File: src/hw/icc_pkg.sv
// icc_pkg: constants and carrier types of the input capture channel
// assumes a single core_clk domain and an AHB-Lite register port
package icc_pkg;
  // register byte offsets
  localparam logic [7:0] OFS_CTL1 = 8'h00;
  localparam logic [7:0] OFS_CTL2 = 8'h04;
  localparam logic [7:0] OFS_BUF = 8'h08;
  localparam logic [7:0] OFS_CNT = 8'h0c;
  // control one field positions
  localparam int C1_IDLE = 13;
  localparam int C1_TSEL = 10;
  localparam int C1_ICI = 5;
  localparam int C1_OV = 4;
  localparam int C1_BNE = 3;
  localparam int C1_MODE = 0;
  // control two field positions
  localparam int C2_CASC = 8;
  localparam int C2_TRIG = 7;
  localparam int C2_TSTAT = 6;
  localparam int C2_SEL = 0;
  // capture modes
  localparam logic [2:0] MODE_OFF = 3'h0;
  localparam logic [2:0] MODE_BOTH = 3'h1;
  localparam logic [2:0] MODE_FALL = 3'h2;
  localparam logic [2:0] MODE_RISE = 3'h3;
  localparam logic [2:0] MODE_DIV4 = 3'h4;
  localparam logic [2:0] MODE_DIV16 = 3'h5;
  localparam logic [2:0] MODE_UNUSED = 3'h6;
  localparam logic [2:0] MODE_WAKE = 3'h7;
  localparam logic [3:0] PRESC_LAST4 = 4'h3;
  localparam logic [3:0] PRESC_LAST16 = 4'hf;
  // counter clock selections
  localparam logic [2:0] TSEL_T3 = 3'h0;
  localparam logic [2:0] TSEL_T2 = 3'h1;
  localparam logic [2:0] TSEL_T4 = 3'h2;
  localparam logic [2:0] TSEL_T5 = 3'h3;
  localparam logic [2:0] TSEL_T1 = 3'h4;
  localparam logic [2:0] TSEL_PERIPH = 3'h7;
  // trigger and sync source codes
  localparam logic [4:0] SRC_ICC_FIRST = 5'h05;
  localparam logic [4:0] SRC_ICC_LAST = 5'h08;
  localparam logic [4:0] SRC_TIMER3 = 5'h0d;
  localparam logic [31:0] SRC_VALID_MAP = 32'h1fcf_f9fe;
  localparam int FIFO_DEPTH = 4;
  localparam logic [2:0] FIFO_FULL = 3'h4;
  localparam logic [15:0] CNT_MAX = 16'hffff;
  // timer clock ticks, one cycle wide each
  typedef struct packed {
    logic timer5;
    logic timer4;
    logic timer3;
    logic timer2;
    logic timer1;
  } icc_ticks_type;
  // address and data of an ahb-lite request
  typedef struct packed {
    logic hsel;
    logic [7:0] haddr;
    logic [1:0] htrans;
    logic hwrite;
    logic [2:0] hsize;
    logic hready;
    logic [31:0] hwdata;
  } icc_ahb_req_type;
endpackage

File: src/hw/icc_channel.sv
// icc_channel: one input capture channel with four-entry buffer and ahb-lite registers
// assumes ticks and source events come from logic on core_clk; the pin is asynchronous
`timescale 1ns/1ps
module icc_channel #(
  parameter bit IS_UPPER = 1'b0
) (
  // clock and reset
  input wire logic core_clk,
  input wire logic reset_n,
  // register bus
  input wire icc_pkg::icc_ahb_req_type ahbReq,
  output logic [31:0] hrdata,
  output logic hreadyout,
  output logic hresp,
  // capture pin and counter sources
  input wire logic capturePin,
  input wire icc_pkg::icc_ticks_type timerTick,
  input wire logic [31:0] sourceEvent,
  // cpu power state
  input wire logic cpuIdle,
  input wire logic cpuSleep,
  // cascade partner
  input wire logic partnerCascade,
  input wire logic partnerRollover,
  input wire logic partnerCapture,
  output logic cascadeSelect,
  output logic counterRollover,
  output logic captureStrobe,
  // events out
  output logic captureIrq,
  output logic wakeIrq
);

  typedef struct packed {
    logic [2:0] pinSync;
    logic pinLevel;
    logic idleStop;
    logic [2:0] clockSel;
    logic [1:0] perIrq;
    logic [2:0] mode;
    logic cascade;
    logic trigSel;
    logic trigStatus;
    logic [4:0] srcSel;
    logic srcDelay;
    logic [15:0] counter;
    logic [icc_pkg::FIFO_DEPTH-1:0][15:0] fifoMem;
    logic [1:0] wrPtr;
    logic [1:0] rdPtr;
    logic [2:0] fifoCount;
    logic overflow;
    logic [3:0] presc;
    logic [1:0] irqCount;
    logic irqPulse;
    logic wakePulse;
    logic rollPulse;
    logic capPulse;
    logic dataWrite;
    logic [7:0] dataAddr;
    logic [31:0] rdata;
  } icc_state_type;

  icc_state_type st_reg;
  icc_state_type st_next;

  // selected counter clock tick
  function automatic logic tickSelect(input logic [2:0] sel, input icc_pkg::icc_ticks_type t);
    case (sel)
      icc_pkg::TSEL_PERIPH: tickSelect = 1'b1;
      icc_pkg::TSEL_T1: tickSelect = t.timer1;
      icc_pkg::TSEL_T5: tickSelect = t.timer5;
      icc_pkg::TSEL_T4: tickSelect = t.timer4;
      icc_pkg::TSEL_T2: tickSelect = t.timer2;
      icc_pkg::TSEL_T3: tickSelect = t.timer3;
      default: tickSelect = 1'b0;
    endcase
  endfunction

  // register readback images
  function automatic logic [31:0] ctl1Image(input icc_state_type s);
    ctl1Image = '0;
    ctl1Image[icc_pkg::C1_IDLE] = s.idleStop;
    ctl1Image[icc_pkg::C1_TSEL +: 3] = s.clockSel;
    ctl1Image[icc_pkg::C1_ICI +: 2] = s.perIrq;
    ctl1Image[icc_pkg::C1_OV] = s.overflow;
    ctl1Image[icc_pkg::C1_BNE] = (s.fifoCount != 3'h0);
    ctl1Image[icc_pkg::C1_MODE +: 3] = s.mode;
  endfunction

  logic cascadeOn;
  logic running;
  logic tick;
  logic srcValid;
  logic srcHit;
  logic risePin;
  logic fallPin;
  logic localEvent;
  logic capEvent;
  logic addrPhase;
  logic popReq;
  logic pushOk;
  logic newLevel;

  always_comb begin
    st_next = st_reg;
    // three-stage pin synchroniser, level accepted when stages two and three agree
    st_next.pinSync = {st_reg.pinSync[1:0], capturePin};
    newLevel = (st_reg.pinSync[1] == st_reg.pinSync[2]) ? st_reg.pinSync[2] : st_reg.pinLevel;
    st_next.pinLevel = newLevel;
    risePin = newLevel & ~st_reg.pinLevel;
    fallPin = ~newLevel & st_reg.pinLevel;

    // pair acts as one only when both halves ask for it
    cascadeOn = st_reg.cascade & partnerCascade;
    running = (st_reg.mode >= icc_pkg::MODE_BOTH) && (st_reg.mode <= icc_pkg::MODE_DIV16)
      && !(st_reg.idleStop && cpuIdle);
    // upper half counts the lower half's rollovers
    tick = (cascadeOn && IS_UPPER) ? partnerRollover
      : tickSelect(st_reg.clockSel, timerTick);

    // source decode; capture counter sources are delayed a cycle past their rollover
    srcValid = icc_pkg::SRC_VALID_MAP[st_reg.srcSel];
    st_next.srcDelay = sourceEvent[st_reg.srcSel];
    if ((st_reg.srcSel >= icc_pkg::SRC_ICC_FIRST) && (st_reg.srcSel <= icc_pkg::SRC_ICC_LAST)) begin
      srcHit = srcValid & st_reg.srcDelay;
    end else begin
      srcHit = srcValid & sourceEvent[st_reg.srcSel];
    end

    // counter: trigger mode gates on status, sync mode clears on source
    st_next.rollPulse = 1'b0;
    if (st_reg.trigSel) begin
      if (srcHit) begin
        st_next.trigStatus = 1'b1;
      end
      if (!st_reg.trigStatus) begin
        st_next.counter = '0;
      end else if (running && tick) begin
        st_next.counter = st_reg.counter + 16'h0001;
        st_next.rollPulse = (st_reg.counter == icc_pkg::CNT_MAX);
      end
    end else if (srcHit) begin
      st_next.counter = '0;
    end else if (running && tick) begin
      st_next.counter = st_reg.counter + 16'h0001;
      st_next.rollPulse = (st_reg.counter == icc_pkg::CNT_MAX);
    end

    // edge selection per mode
    localEvent = 1'b0;
    case (st_reg.mode)
      icc_pkg::MODE_BOTH: localEvent = risePin | fallPin;
      icc_pkg::MODE_RISE: localEvent = risePin;
      icc_pkg::MODE_FALL: localEvent = fallPin;
      icc_pkg::MODE_DIV4, icc_pkg::MODE_DIV16: begin
        if (risePin) begin
          if (st_reg.presc == ((st_reg.mode == icc_pkg::MODE_DIV4)
              ? icc_pkg::PRESC_LAST4 : icc_pkg::PRESC_LAST16)) begin
            localEvent = 1'b1;
            st_next.presc = '0;
          end else begin
            st_next.presc = st_reg.presc + 4'h1;
          end
        end
      end
      default: localEvent = 1'b0;
    endcase
    // upper half captures on the lower half's event
    capEvent = running && ((cascadeOn && IS_UPPER) ? partnerCapture : localEvent);
    st_next.capPulse = capEvent;

    // wake pin: rising edge only, only while asleep or idle
    st_next.wakePulse = (st_reg.mode == icc_pkg::MODE_WAKE) && risePin
      && (cpuSleep || cpuIdle);

    // interrupt counting; field ignored in every-edge mode
    st_next.irqPulse = 1'b0;
    if (capEvent) begin
      // at-or-past compare so a lowered divider takes effect at once, not after a wrap
      if (st_reg.mode == icc_pkg::MODE_BOTH || st_reg.irqCount >= st_reg.perIrq) begin
        st_next.irqPulse = 1'b1;
        st_next.irqCount = '0;
      end else begin
        st_next.irqCount = st_reg.irqCount + 2'h1;
      end
    end

    // bus address phase; reads are answered from a register one cycle later
    addrPhase = ahbReq.hsel && ahbReq.htrans[1] && ahbReq.hready;
    popReq = addrPhase && !ahbReq.hwrite && (ahbReq.haddr == icc_pkg::OFS_BUF)
      && (st_reg.fifoCount != 3'h0);
    st_next.dataWrite = addrPhase && ahbReq.hwrite;
    st_next.dataAddr = ahbReq.haddr;
    st_next.rdata = '0;
    if (addrPhase && !ahbReq.hwrite) begin
      case (ahbReq.haddr)
        icc_pkg::OFS_CTL1: st_next.rdata = ctl1Image(st_reg);
        icc_pkg::OFS_CTL2: begin
          st_next.rdata[icc_pkg::C2_CASC] = st_reg.cascade;
          st_next.rdata[icc_pkg::C2_TRIG] = st_reg.trigSel;
          st_next.rdata[icc_pkg::C2_TSTAT] = st_reg.trigStatus;
          st_next.rdata[icc_pkg::C2_SEL +: 5] = st_reg.srcSel;
        end
        icc_pkg::OFS_BUF: st_next.rdata[15:0] = st_reg.fifoMem[st_reg.rdPtr];
        icc_pkg::OFS_CNT: st_next.rdata[15:0] = st_reg.counter;
        default: st_next.rdata = '0;
      endcase
    end

    // buffer push and pop; a full buffer drops the new value
    pushOk = capEvent && (st_reg.fifoCount != icc_pkg::FIFO_FULL);
    if (pushOk) begin
      st_next.fifoMem[st_reg.wrPtr] = st_reg.counter;
      st_next.wrPtr = st_reg.wrPtr + 2'h1;
    end
    if (popReq) begin
      st_next.rdPtr = st_reg.rdPtr + 2'h1;
    end
    st_next.fifoCount = st_reg.fifoCount + {2'h0, pushOk} - {2'h0, popReq};
    // overflow clears on a read that frees room; a new overflow wins
    if (popReq) begin
      st_next.overflow = 1'b0;
    end
    if (capEvent && !pushOk) begin
      st_next.overflow = 1'b1;
    end

    // data phase writes
    if (st_reg.dataWrite) begin
      case (st_reg.dataAddr)
        icc_pkg::OFS_CTL1: begin
          st_next.idleStop = ahbReq.hwdata[icc_pkg::C1_IDLE];
          st_next.clockSel = ahbReq.hwdata[icc_pkg::C1_TSEL +: 3];
          st_next.perIrq = ahbReq.hwdata[icc_pkg::C1_ICI +: 2];
          st_next.mode = ahbReq.hwdata[icc_pkg::C1_MODE +: 3];
          if (ahbReq.hwdata[icc_pkg::C1_MODE +: 3] != st_reg.mode) begin
            st_next.presc = '0;
            st_next.irqCount = '0;
          end
          if (ahbReq.hwdata[icc_pkg::C1_MODE +: 3] == icc_pkg::MODE_OFF) begin
            st_next.fifoCount = '0;
            st_next.wrPtr = '0;
            st_next.rdPtr = '0;
            st_next.overflow = 1'b0;
          end
        end
        icc_pkg::OFS_CTL2: begin
          st_next.cascade = ahbReq.hwdata[icc_pkg::C2_CASC];
          st_next.trigSel = ahbReq.hwdata[icc_pkg::C2_TRIG];
          // the source setting the status wins over a software clear
          st_next.trigStatus = ahbReq.hwdata[icc_pkg::C2_TSTAT]
            | (st_reg.trigSel && srcHit);
          st_next.srcSel = ahbReq.hwdata[icc_pkg::C2_SEL +: 5];
        end
        icc_pkg::OFS_CNT: st_next.counter = ahbReq.hwdata[15:0];
        default: st_next.srcDelay = st_next.srcDelay;
      endcase
    end
  end

  // single state register; source defaults to timer 3
  always_ff @(posedge core_clk or negedge reset_n) begin
    if (!reset_n) begin
      st_reg <= '0;
      st_reg.srcSel <= icc_pkg::SRC_TIMER3;
    end else begin
      st_reg <= st_next;
    end
  end

  // outputs straight from the state register; no wait states, always okay
  assign hrdata = st_reg.rdata;
  assign hreadyout = 1'b1;
  assign hresp = 1'b0;
  assign cascadeSelect = st_reg.cascade;
  assign counterRollover = st_reg.rollPulse;
  assign captureStrobe = st_reg.capPulse;
  assign captureIrq = st_reg.irqPulse;
  assign wakeIrq = st_reg.wakePulse;
endmodule

File: config.mk
export PLATFORM = sky130hd
export DESIGN_NAME = icc_channel
export DESIGN_NICKNAME = d
export VERILOG_FILES = /design/src/hw/icc_pkg.sv /design/src/hw/icc_channel.sv
export SDC_FILE = /design/constraint.sdc
export NUM_CORES = 1
export LEC_CHECK = 0
export ABC_AREA = 1
export BUFFER_PORTS_ARGS = -buffer_cell sky130_fd_sc_hd__buf_4
export CORE_MARGIN = 2
export CORE_UTILIZATION = 35
export CTS_CLUSTER_DIAMETER = 30
export DETAILED_ROUTE_END_ITERATION = 8
export SLEW_MARGIN = 10
export SYNTH_ARGS = -nofsm -noshare
export SYNTH_HDL_FRONTEND = slang
export SYNTH_SLANG_ARGS = --single-unit
File: constraint.sdc
create_clock -name core_clk -period 4.8 [get_ports core_clk]
set_input_delay 0.96 -clock core_clk [delete_from_list [all_inputs] [get_ports core_clk]]
set_output_delay 0.96 -clock core_clk [all_outputs]
set_load 0.03 [all_outputs]
# Word level (Yosys, flattened, before mapping)
# Memories as Yosys holds them, arrays and structs flattened.
# Cells that the tools add are included.
[word_totals]
ff_bits = 161
romBits = 32
in_bits = 93
output_inout_bits = 39
word_cells = 153
mem_count = 1
[memory_table]
columns = ["memory", "depth", "width", "rd", "rd_ports_with_merged_regs", "write_ports", "line_no", "rtl"]
rows = [
  ["(name not given)", 32, 1, 1, 0, 0, "icc_channel.sv:122", "srcValid = icc_pkg::SRC_VALID_MAP[st_reg.srcSel];"],
]
[classes]
n_addsub = 7
n_lt_le_gt_ge = 9
eq_ne = 21
muxes = 47
n_bitwise = 8
n_reduce_logical = 31
[ops]
columns = ["cell", "count"]
rows = [
  ["$mux W16", 8],
  ["$bwmux W64", 1],
  ["$bmux W16 S2", 1],
  ["$demux W16 S2", 1],
  ["$mux W14", 2],
  ["$eq A8 B4 Y1 const B", 3],
  ["$mux W23", 1],
  ["$pmux W7 S3", 1],
  ["$pmux W5 S4", 1],
  ["$logic_and A1 B1 Y1", 18],
  ["$add A16 B1 Y16 const B", 1],
  ["$eq A16 B16 Y1 const B", 1],
  ["$eq A8 B3 Y1 const B", 2],
  ["$logic_not A8 Y1", 2],
  ["$mux W4", 4],
  ["$eq A3 B3 Y1 const B", 5],
  ["$mux W1", 15],
  ["$eq A3 B2 Y1 const B", 4],
  ["$mux W6", 2],
  ["$pmux W3 S4", 1],
  ["$mux W8", 1],
  ["$add A2 B1 Y2 const B", 3],
  ["$eq A3 B1 Y1 const B", 2],
  ["$logic_not A3 Y1", 2],
  ["29 further kinds", 41],
]

# Depth between registers and ports, before layout
# Gate-level depths: netlist of the first run.
[depth]
ltp_word = 14
depth_mapped = 20
depth_no_buf = 19

# Least setup slack after synthesis of the first run
# OpenSTA, ideal clock, no wires.
[synth_path]
path_kind = "in2reg"
from = "in ahbReq[40] in the netlist's numbering"
to = "reg st_reg[53] in the netlist's numbering"
setup_time_ns = 0.063
arrival_time_ns = 2.792
t_required_ns = 4.737
path_slack_ns = 1.945
path_stages = 12
path_buffers = 0
cell_sequence = "or2_1 > inv_1 > nand4_1 > nor3_1 > inv_1 > nand3_1 > nand2_1 > ha_1 > inv_1 > fa_1 > or2_2 > inv_1"
[synth_rtl]
columns = ["item", "line_no", "rtl"]
rows = [
  ["start, declared", "icc_channel.sv:11", "input wire icc_pkg::icc_ahb_req_type ahbReq,"],
  ["end signal, assigned", "icc_channel.sv:267", "st_reg <= st_next;"],
  ["end, declared", "icc_channel.sv:63", "icc_state_type st_reg;"],
]

==> results of run 1 <==
## area by class of cell
cell class	count	area, um^2
fill	2323	13320
sequential	145	3632
multi-input combinational	688	3413
timing repair buffer	93	701.9
inverter	120	452.9
clock buffer	20	446.7
tap	285	356.6
clock inverter	12	107.6
## worst min path at each step
stage | end | slack, ns
after CTS | st_next[160]$_DFF_PN0_ | 0.35
after floorplan | st_next[160]$_DFF_PN0_ | 0.33
after global placement | st_next[160]$_DFF_PN0_ | 0.34
after global routing | st_next[160]$_DFF_PN0_ | 0.36
after detailed placement | st_next[160]$_DFF_PN0_ | 0.34
final | st_next[160]$_DFF_PN0_ | 0.35
## through the flow
step           utilization  setup slack [ns]  cells  instance area (um^2)
6_report            0.4061             1.828   1363                  9111
3_5_place_dp        0.3814             1.613   1331                  8557
3_3_place_gp        0.3814             1.641   1331                  8557
4_1_cts             0.4061             1.798   1363                  9111
2_1_floorplan            -             1.945   1023                  8003
5_1_grt             0.4061             1.487   1363                  9111
## metal layers
layer  GRT usage  vias up  wire [um]
li1            -     3295          -
met1      0.2172     3146       8860
met2      0.2938      154       9560
met3     0.02858       30        733
met4     0.06658        0        483
met5           0        -          0
## critical path, delay by kind of cell, from the launching register on
family          cells  cell delay [ns]
simple gates        9             1.18
fa+ha+maj           3             0.81
flops               1             0.39
buf+inv             3             0.35
compound gates      2             0.17
## cells by family (layout without fill, tap and decap cells)
| logic type | after synthesis | in the layout |
|---|---|---|
| AO/OA/AOI/OAI | 173 | 173 |
| XOR/XNOR | 15 | 15 |
| adder cells (fa/ha/maj) | 14 | 14 |
| buffers and inverters | 190 | 245 |
| flip-flops | 145 | 145 |
| multiplexers | 1 | 1 |
| other | 2 | 18 |
| AND/OR/NAND/NOR | 467 | 467 |
## report_power, final
group | leakage, nW | total, W | switching (W) | internal (W)
registers | 1.89 | 0.00133 | 0.0000519 | 0.00127
clock network | 0.267 | 0.00125 | 0.000524 | 0.000726
logic | 2.52 | 0.000324 | 0.000209 | 0.000115
## cells in the final DEF (no fill, tap or decap), drive strengths merged, types with 13 or more instances in the layout
cell type / Yosys / final
a21oi: 21 / 21
buf: 53 / 93
clkbuf: 17 / 20
conb: 2 / 18
dfrtp: 142 / 142
ha: 13 / 13
inv: 120 / 122
nand2: 274 / 274
nand3: 42 / 42
nor2: 120 / 120
nor3: 14 / 14
o21ai: 110 / 110
o32ai: 16 / 16
xor2: 13 / 13
==> reports/qor.txt, run 1 <==
overall routing resource usage - 0.1715
Cell Area, Synth - 7943 um^2
worst slew pin tran - 1.219 ns
Setup crit start kind - register
cell count after synthesis - 1007
I/O pins - 132
Post-synth EDFFs - 0
total power - 0.002900 W
largest family of logic cells by synthesized area - simple AND/OR/NAND/NOR gates
initial antenna violation count - 0
Max Slew Vio Count - 0
DR vias/cell - 4.861
Synth Area in XOR/XNOR - 0.01654
top cell type's share of synthesized area - 0.4474
crit end category - register
Hold WC Path Type - register to register
clock insertion delay at the later pin of the skew report - 0.43 ns
commonest register cell after synthesis - dfrtp_1
crit path time final - 2.972 ns
post-route ant nets - 0
max-cap check violation count - 0
crit path max fanout - 11
dpl hpwl - 13830 um
global-route wire length before repair - 32470 um
Hold-fix buffers, CTS - 0
share of layout cells above drive strength 1 - 0.1549
Final Hold Fails - 0
H-tree depth - 4
top-count cell post-synth - nand2_1
# diodes - 0
overall die width - 154.6 um
Distinct cells, synth - 49
Hold WS - 0.3494 ns
Warnings, synthesis - 0
Starting Density - 0.3540
Worst EP required - 5.17 ns
worst r2r path cells - 17
power per standard cell area - 318.3 nW/um^2
CTS tree - yes
multiplexer share of the synthesized area - 0.001418
Leakage Power - 4.673 nW
postcts setup bufs - 0
CTS Sinks - 145
Clock Path Buffers - 2
via count - 6625
vias in the first global route - 6403
CTS Buf Count - 17
Simple-Gate Fraction of Synth Area - 0.2480
Synth area leaders - dfrtp_1 45%, nand2_1 13%, inv_1 5.5%
flop-to-flop setup slack - 1.83 ns
routed len/inst - 14.41 um
Syn Area/Cell - 7.887 um^2
final critical-path share of the clock period - 0.6192
final setup vio count - 0
CP most frequent cell - nand2_1
Initial DRT Pass Iterations - 5
beginning of the critical path - st_reg[157]$_DFF_PN0_
CP Capture Point - st_reg[53]$_DFF_PN0_
worst rel slew slack - 0.1816
ys async rst share - 1.000
Largest stage delay, worst path - 0.39 ns
DRC - 0
adder and majority cell fraction of the synthesized area - 0.02300
Die H - 154.6 um
cts repair resizes - 0
row count - 55
area grow syn2layout - 14.71%
Hold Path Origin - st_next[159]$_DFF_PN0_
pin count of the biggest net entering global routing - 102
maximum clock rate - 0.3364 GHz
Final Skew - 0.01080 ns
Peak VDD IR - 0.0002699 V
biggest area consumer among synthesized cells - dfrtp_1
critical path arrival - 3.34 ns
initial DRC count - 377
WHS Path Cells - 0
Seq/Total Area, Yosys - 0.4573
Clock Tree Root - clkbuf_16
grt ovf - 0
max reg flops - 122
final net count - 1172
Buffers on Ports - 90
gpl congestion - 0.8955
r2r endpoint - st_reg[53]$_DFF_PN0_
complex-gate fraction of the synthesized area - 0.1323
Routed Wire Length - 19640 um
CP Class - register to register
RSZ-0062 raised after global routing - no
slowest library cell on the worst path - dfrtp_1
origin of the critical flop-to-flop path - st_reg[157]$_DFF_PN0_
Die ar. - 23910 um^2
Core Box Area - 22430 um^2
Commonest cells post-synth - 270 x nand2_1, 142 x dfrtp_1, 116 x inv_1, 116 x nor2_1, 56 x o21ai_0
CTS clk-pin slew, worst paths - 0.06 ns
post-synthesis register bit count - 145
Setup TNS Final - 0 ns
critical path, cell by cell - a21oi_1 -> nor2_1 -> ha_1 -> nand3_1 -> nand2_1 -> a21oi_1 -> nand2_2 -> nand2_2 -> inv_2 -> nand2_1 -> nand2_1 -> nand2_1 -> ha_1 -> inv_1 -> fa_1 -> or2_2 -> inv_1
run status - finished, final reports clean
(Power assumes the default switching activity.)
==> run 2, diff against run 1 <==
- clock period: 4.8 -> 3 ns (I/O delays scaled with it)
==> run 2 against run 1 <==
Net effect: fmax grew 9.3%; highest routed layer unchanged; first-iteration DRC count grew 1.1%; sequential power grew 59%.
==> reports/qor.txt, run 2 (synthesis results as in run 1) <==
critical path arrival - 3.08 ns (-0.26 ns)
worst rel slew slack - 0.2301 (+0.04844)
CP Class - register to register
Peak VDD IR - 0.0004238 V (+57%)
grt ovf - 0 (unchanged)
power per standard cell area - 507.4 nW/um^2 (+59%)
H-tree depth - 4 (unchanged)
initial DRC count - 381 (+1.1%)
max-cap check violation count - 0 (unchanged)
post-route ant nets - 0 (unchanged)
Setup crit start kind - register
CTS Buf Count - 17 (unchanged)
Routed Wire Length - 19710 um (+0.38%)
Setup TNS Final - 0 ns (unchanged)
global-route wire length before repair - 32690 um (+0.66%)
Leakage Power - 4.710 nW (+0.79%)
Clock Tree Root - clkbuf_16
RSZ-0062 raised after global routing - no
crit path time final - 2.720 ns (-0.2527 ns)
CTS clk-pin slew, worst paths - 0.06 ns (about the same)
run status - finished, final reports clean
pin count of the biggest net entering global routing - 65 (-36%)
row count - 55 (unchanged)
Max Slew Vio Count - 0 (unchanged)
cts repair resizes - 0 (unchanged)
DR vias/cell - 4.779 (-1.7%)
vias in the first global route - 6443 (+0.62%)
Core Box Area - 22430 um^2 (unchanged)
CTS Sinks - 145 (unchanged)
dpl hpwl - 14180 um (+2.6%)
gpl congestion - 0.9116 (+1.8%)
via count - 6547 (-1.2%)
worst slew pin tran - 1.147 ns (-0.07217 ns)
Hold WC Path Type - primary input to asynchronous set/reset pin
Die H - 154.6 um (unchanged)
final critical-path share of the clock period - 0.9065 (+0.2873)
placed insts - 1338 (+0.53%)
Worst EP required - 3.37 ns (-1.80 ns)
max reg flops - 122 (unchanged)
Clock Path Buffers - 2 (unchanged)
Layout Utilization - 0.4098 (+0.003681)
initial antenna violation count - 0 (unchanged)
area grow syn2layout - 15.75%
Die ar. - 23910 um^2 (unchanged)
crit path max fanout - 5 (-6)
crit end category - register
final setup vio count - 0 (unchanged)
Starting Density - 0.3540 (unchanged)
final net count - 1179 (+0.60%)
maximum clock rate - 0.3677 GHz (+9.3%)
routed len/inst - 14.39 um (-0.13%)
final std cells w/o fill - 1370 (+0.51%)
Final Skew - 0.008324 ns (-0.002472 ns)
overall routing resource usage - 0.1719 (+0.0003920)
# diodes - 0 (unchanged)
CTS tree - yes
Buffers on Ports - 90 (unchanged)
I/O pins - 132 (unchanged)
clock insertion delay at the later pin of the skew report - 0.42 ns (about the same)
Initial DRT Pass Iterations - 5 (unchanged)
Hold-fix buffers, CTS - 0 (unchanged)
most common cell after layout, fill and taps aside - nand2_1
most frequent cells in the layout - 270 x nand2_1, 142 x dfrtp_1, 116 x inv_1, 115 x nor2_1, 98 x buf_4
Final Hold Fails - 0 (unchanged)
worst r2r path cells - 17 (unchanged)
Fillers - 2295 (-1.2%)
postcts setup bufs - 0 (unchanged)
share of layout cells above drive strength 1 - 0.1631 (+0.008217)
overall die width - 154.6 um (unchanged)
DRC - 0 (unchanged)
## run 2: per-layer routing
metal  GRT usage  part of all wire  wire [um]
met1      0.2278              0.46       9119
met2      0.2872              0.49       9613
met3     0.03082             0.034        661
met4     0.05335             0.016        317
met5           0                 0          0
## run 2: worst paths after layout
kind	from	end	slack, ns
min in group core_clk	capturePin	st_next[159]$_DFF_PN0_	0.29
max	st_reg[157]$_DFF_PN0_	st_reg[53]$_DFF_PN0_	0.28
max in group asynchronous	reset_n	st_reg[133]$_DFF_PN0_	2.04
min reg2reg	st_next[159]$_DFF_PN0_	st_next[160]$_DFF_PN0_	0.36
max reg2reg	st_reg[157]$_DFF_PN0_	st_reg[53]$_DFF_PN0_	0.28
min	reset_n	st_reg[36]$_DFF_PN0_	0.16
## run 2: power by group
part	leakage (nW)	internal, W	switching [W]
clock network	0.268	0.00118	0.000838
logic	2.55	0.000188	0.000336
registers	1.89	0.00204	0.0000809
## run 2: final cells by class
cell class	count	area (um^2)	share of cell area
Sequential cell	145	3632	0.3951
Clock inverter	12	110.1	0.01198
Clock buffer	20	456.7	0.04967
Multi-Input combinational cell	688	3418	0.3718
Inverter	120	452.9	0.04927
Tap cell	285	356.6	0.03879
Timing Repair Buffer	100	767.0	0.08342
## run 2: worst max-delay path: stages (launching register included)
cell and delay (ns):
dfrtp_1 0.42, a21oi_1 0.19, nor2_2 0.07, ha_2 0.19, nand3_1 0.10, nand2_1 0.06, a21oi_1 0.17, nand2_2 0.07
nand2_2 0.08, inv_2 0.06, nand2_1 0.13, nand2_1 0.09, nand2_1 0.08, ha_1 0.14, inv_1 0.05, fa_1 0.41
or2_2 0.30, inv_1 0.05
## run 2: through the flow
step	power (W)	setup slack, ns	instance area [um^2]	hold WS [ns]
after floorplan	0.002479	0.3790	8003	0.3044
after global placement	0.002670	0.2234	8622	0.3457
after detailed placement	0.002676	0.2020	8622	0.3434
after CTS	0.004704	0.2310	9189	0.1919
after global routing	0.004876	0.03413	9194	0.2057
final	0.004665	0.2805	9194	0.1625
==> run 3, diff against run 2 <==
- clock period: 3 -> 2.3 ns (I/O delays scaled with it)
==> run 3 against run 2 <==
Net effect: the flow now finishes with violations (hold timing, setup timing); setup slack got worse by 0.43 ns; core utilization grew 2.6 points; first-iteration DRC count is 75% higher; non-clock buffer count rose by 50; sequential share of layout area fell by 2.3 points; highest routed layer unchanged.
==> reports/qor.txt, run 3 (synthesis results as in run 1) <==
crit end category - register
multi-input logic area - 3501 um^2 (+2.4%)
Routed Wire Length - 20370 um (+3.3%)
overall routing resource usage - 0.1794 (+0.007516)
worst slew pin tran - 0.5826 ns (-0.5646 ns)
grt ovf - 0 (unchanged)
gpl congestion - 0.8691 (-4.7%)
area grow syn2layout - 23.03%
CTS tree - yes
max-cap check violation count - 0 (unchanged)
Peak VDD IR - 0.0005044 V (+19%)
I/O pins - 132 (unchanged)
CTS Buf Count - 17 (unchanged)
Max Slew Vio Count - 0 (unchanged)
RSZ-0062 raised after global routing - yes
crit path time final - 2.454 ns (-0.2652 ns)
FF+latch area - 3633 um^2 (about the same)
post-route ant nets - 0 (unchanged)
Setup crit start kind - register
failing checks - hold timing, setup timing
initial DRC count - 667 (+75%)
critical path, cell by cell - a21oi_2 -> nor2_4 -> ha_4 -> nand3_2 -> nand2_2 -> a21oi_2 -> nand2_2 -> nand2_4 -> inv_6 -> nand2_4 -> nand2_2 -> nand2_1 -> ha_2 -> inv_2 -> fa_2 -> or2_4 -> inv_2
critical path arrival - 2.78 ns (-0.30 ns)
Worst EP required - 2.62 ns (-0.75 ns)
most frequent cells in the layout - 267 x nand2_1, 143 x buf_4, 141 x dfrtp_1, 113 x nor2_1, 112 x inv_1
Final Skew - 0.008835 ns (+0.0005108 ns)
via count - 6805 (+3.9%)
total power - 0.006415 W (+37%)
final std cells w/o fill - 1420 (+3.6%)
final net count - 1229 (+4.2%)
DR vias/cell - 4.792 (+0.28%)
worst rel slew slack - 0.6107 (+0.3806)
worst r2r path cells - 17 (unchanged)
most common cell after layout, fill and taps aside - nand2_1
row count - 55 (unchanged)
Final Hold Fails - 7 (+7)
dpl hpwl - 14570 um (+2.8%)
overall die width - 154.6 um (unchanged)
power per standard cell area - 656.5 nW/um^2 (+29%)
routed len/inst - 14.34 um (-0.31%)
clock insertion delay at the later pin of the skew report - 0.43 ns (about the same)
Setup TNS Final - -0.3820 ns (-0.3820 ns)
CP most frequent cell - nand2_2
setup ws final - -0.1543 ns (-0.4348 ns)
Layout Utilization - 0.4356 (+0.02577)
Largest stage delay, worst path - 0.51 ns (+0.09 ns)
Initial DRT Pass Iterations - 5 (unchanged)
CP Class - register to register
pin count of the biggest net entering global routing - 53 (-18%)
Clock Tree Root - clkbuf_16
crit path max fanout - 5 (unchanged)
DRC - 0 (unchanged)
Die H - 154.6 um (unchanged)
Fillers - 2252 (-1.9%)
Leakage Power - 5.028 nW (+6.8%)
global-route wire length before repair - 34200 um (+4.6%)
Hold WS - -0.002777 ns (-0.1653 ns)
slowest library cell on the worst path - fa_2
CTS Sinks - 145 (unchanged)
# diodes - 0 (unchanged)
vias in the first global route - 6753 (+4.8%)
initial antenna violation count - 0 (unchanged)
H-tree depth - 4 (unchanged)
Buffers on Ports - 90 (unchanged)
placed insts - 1373 (+2.6%)
Starting Density - 0.3540 (unchanged)
run status - complete, but fails checks
Clock Path Buffers - 2 (unchanged)
final critical-path share of the clock period - 1.067 (+0.1606)
Die ar. - 23910 um^2 (unchanged)
maximum clock rate - 0.4075 GHz (+11%)
CTS clk-pin slew, worst paths - 0.06 ns (about the same)
Hold WC Path Type - primary input to asynchronous set/reset pin
final setup vio count - 3 (+3)
Core Box Area - 22430 um^2 (unchanged)
share of layout cells above drive strength 1 - 0.2150 (+0.05184)
max reg flops - 122 (unchanged)
run 3: cell types whose count changed in the layout (fill, tap and decap cells not counted), sizes merged:
cell / previous run / this run
clkinvlp: 4 / 1
bufinv: 1 / 3
clkbuf: 20 / 19
clkinv: 6 / 4
inv: 121 / 125
buf: 100 / 150
run 3: final cells by class:
class,count,area share
flip-flops and latches,145,0.3718
multi-input cells,688,0.3583
repair buffers,150,0.1233
inverters,120,0.04686
clock buffers,19,0.04533
well taps,285,0.03649
clock inverters,13,0.01793
run 3: routing by layer:
| metal | global-route usage | part of all wire | up-vias |
|---|---|---|---|
| met2 | 0.3040 | 0.50 | 140 |
| met1 | 0.2340 | 0.45 | 3236 |
| met5 | 0 | 0 | - |
| met3 | 0.02858 | 0.035 | 26 |
| met4 | 0.06173 | 0.018 | 0 |
| li1 | - | - | 3403 |
run 3: power by group:
group,switching (W),internal [W],leakage (nW)
registers,0.000104,0.00266,1.89
logic,0.000466,0.000299,2.84
clock network,0.00113,0.00176,0.301
run 3: repair_timing:
item,in CTS,in global routing
endpoints found under the setup margin,2,14
hold buffers,0,0
pin swaps,10,6
gates resized for setup,10,8
hold endpoints to repair,0,0
buffers inserted,13,2
run 3: metrics by stage:
step / cell area (um^2) / worst slack [ns]
6_report: 9772 / -0.1543
5_1_grt: 9772 / -0.2476
3_5_place_dp: 8974 / -0.2538
3_3_place_gp: 8974 / -0.1914
4_1_cts: 9723 / -0.1626
2_1_floorplan: 8029 / -0.1928
run 3: path summary, 6_finish.rpt:
kind	end	from	slack, ns
min	st_reg[38]$_DFF_PN0_	reset_n	-0.003
min in group core_clk	st_next[159]$_DFF_PN0_	capturePin	0.14
max	st_reg[53]$_DFF_PN0_	st_next[160]$_DFF_PN0_	-0.15
min reg2reg	st_next[160]$_DFF_PN0_	st_next[159]$_DFF_PN0_	0.35
max in group asynchronous	st_reg[140]$_DFFE_PN1P_	reset_n	1.65
max reg2reg	st_reg[53]$_DFF_PN0_	st_next[160]$_DFF_PN0_	-0.15
run 3: worst max-delay path, delay by kind of cell (launching register included):
family          cells  cell delay, ns
fa+ha+maj           3            0.85
simple gates        9            0.65
flops               1            0.41
compound gates      2            0.33
buf+inv             3            0.10
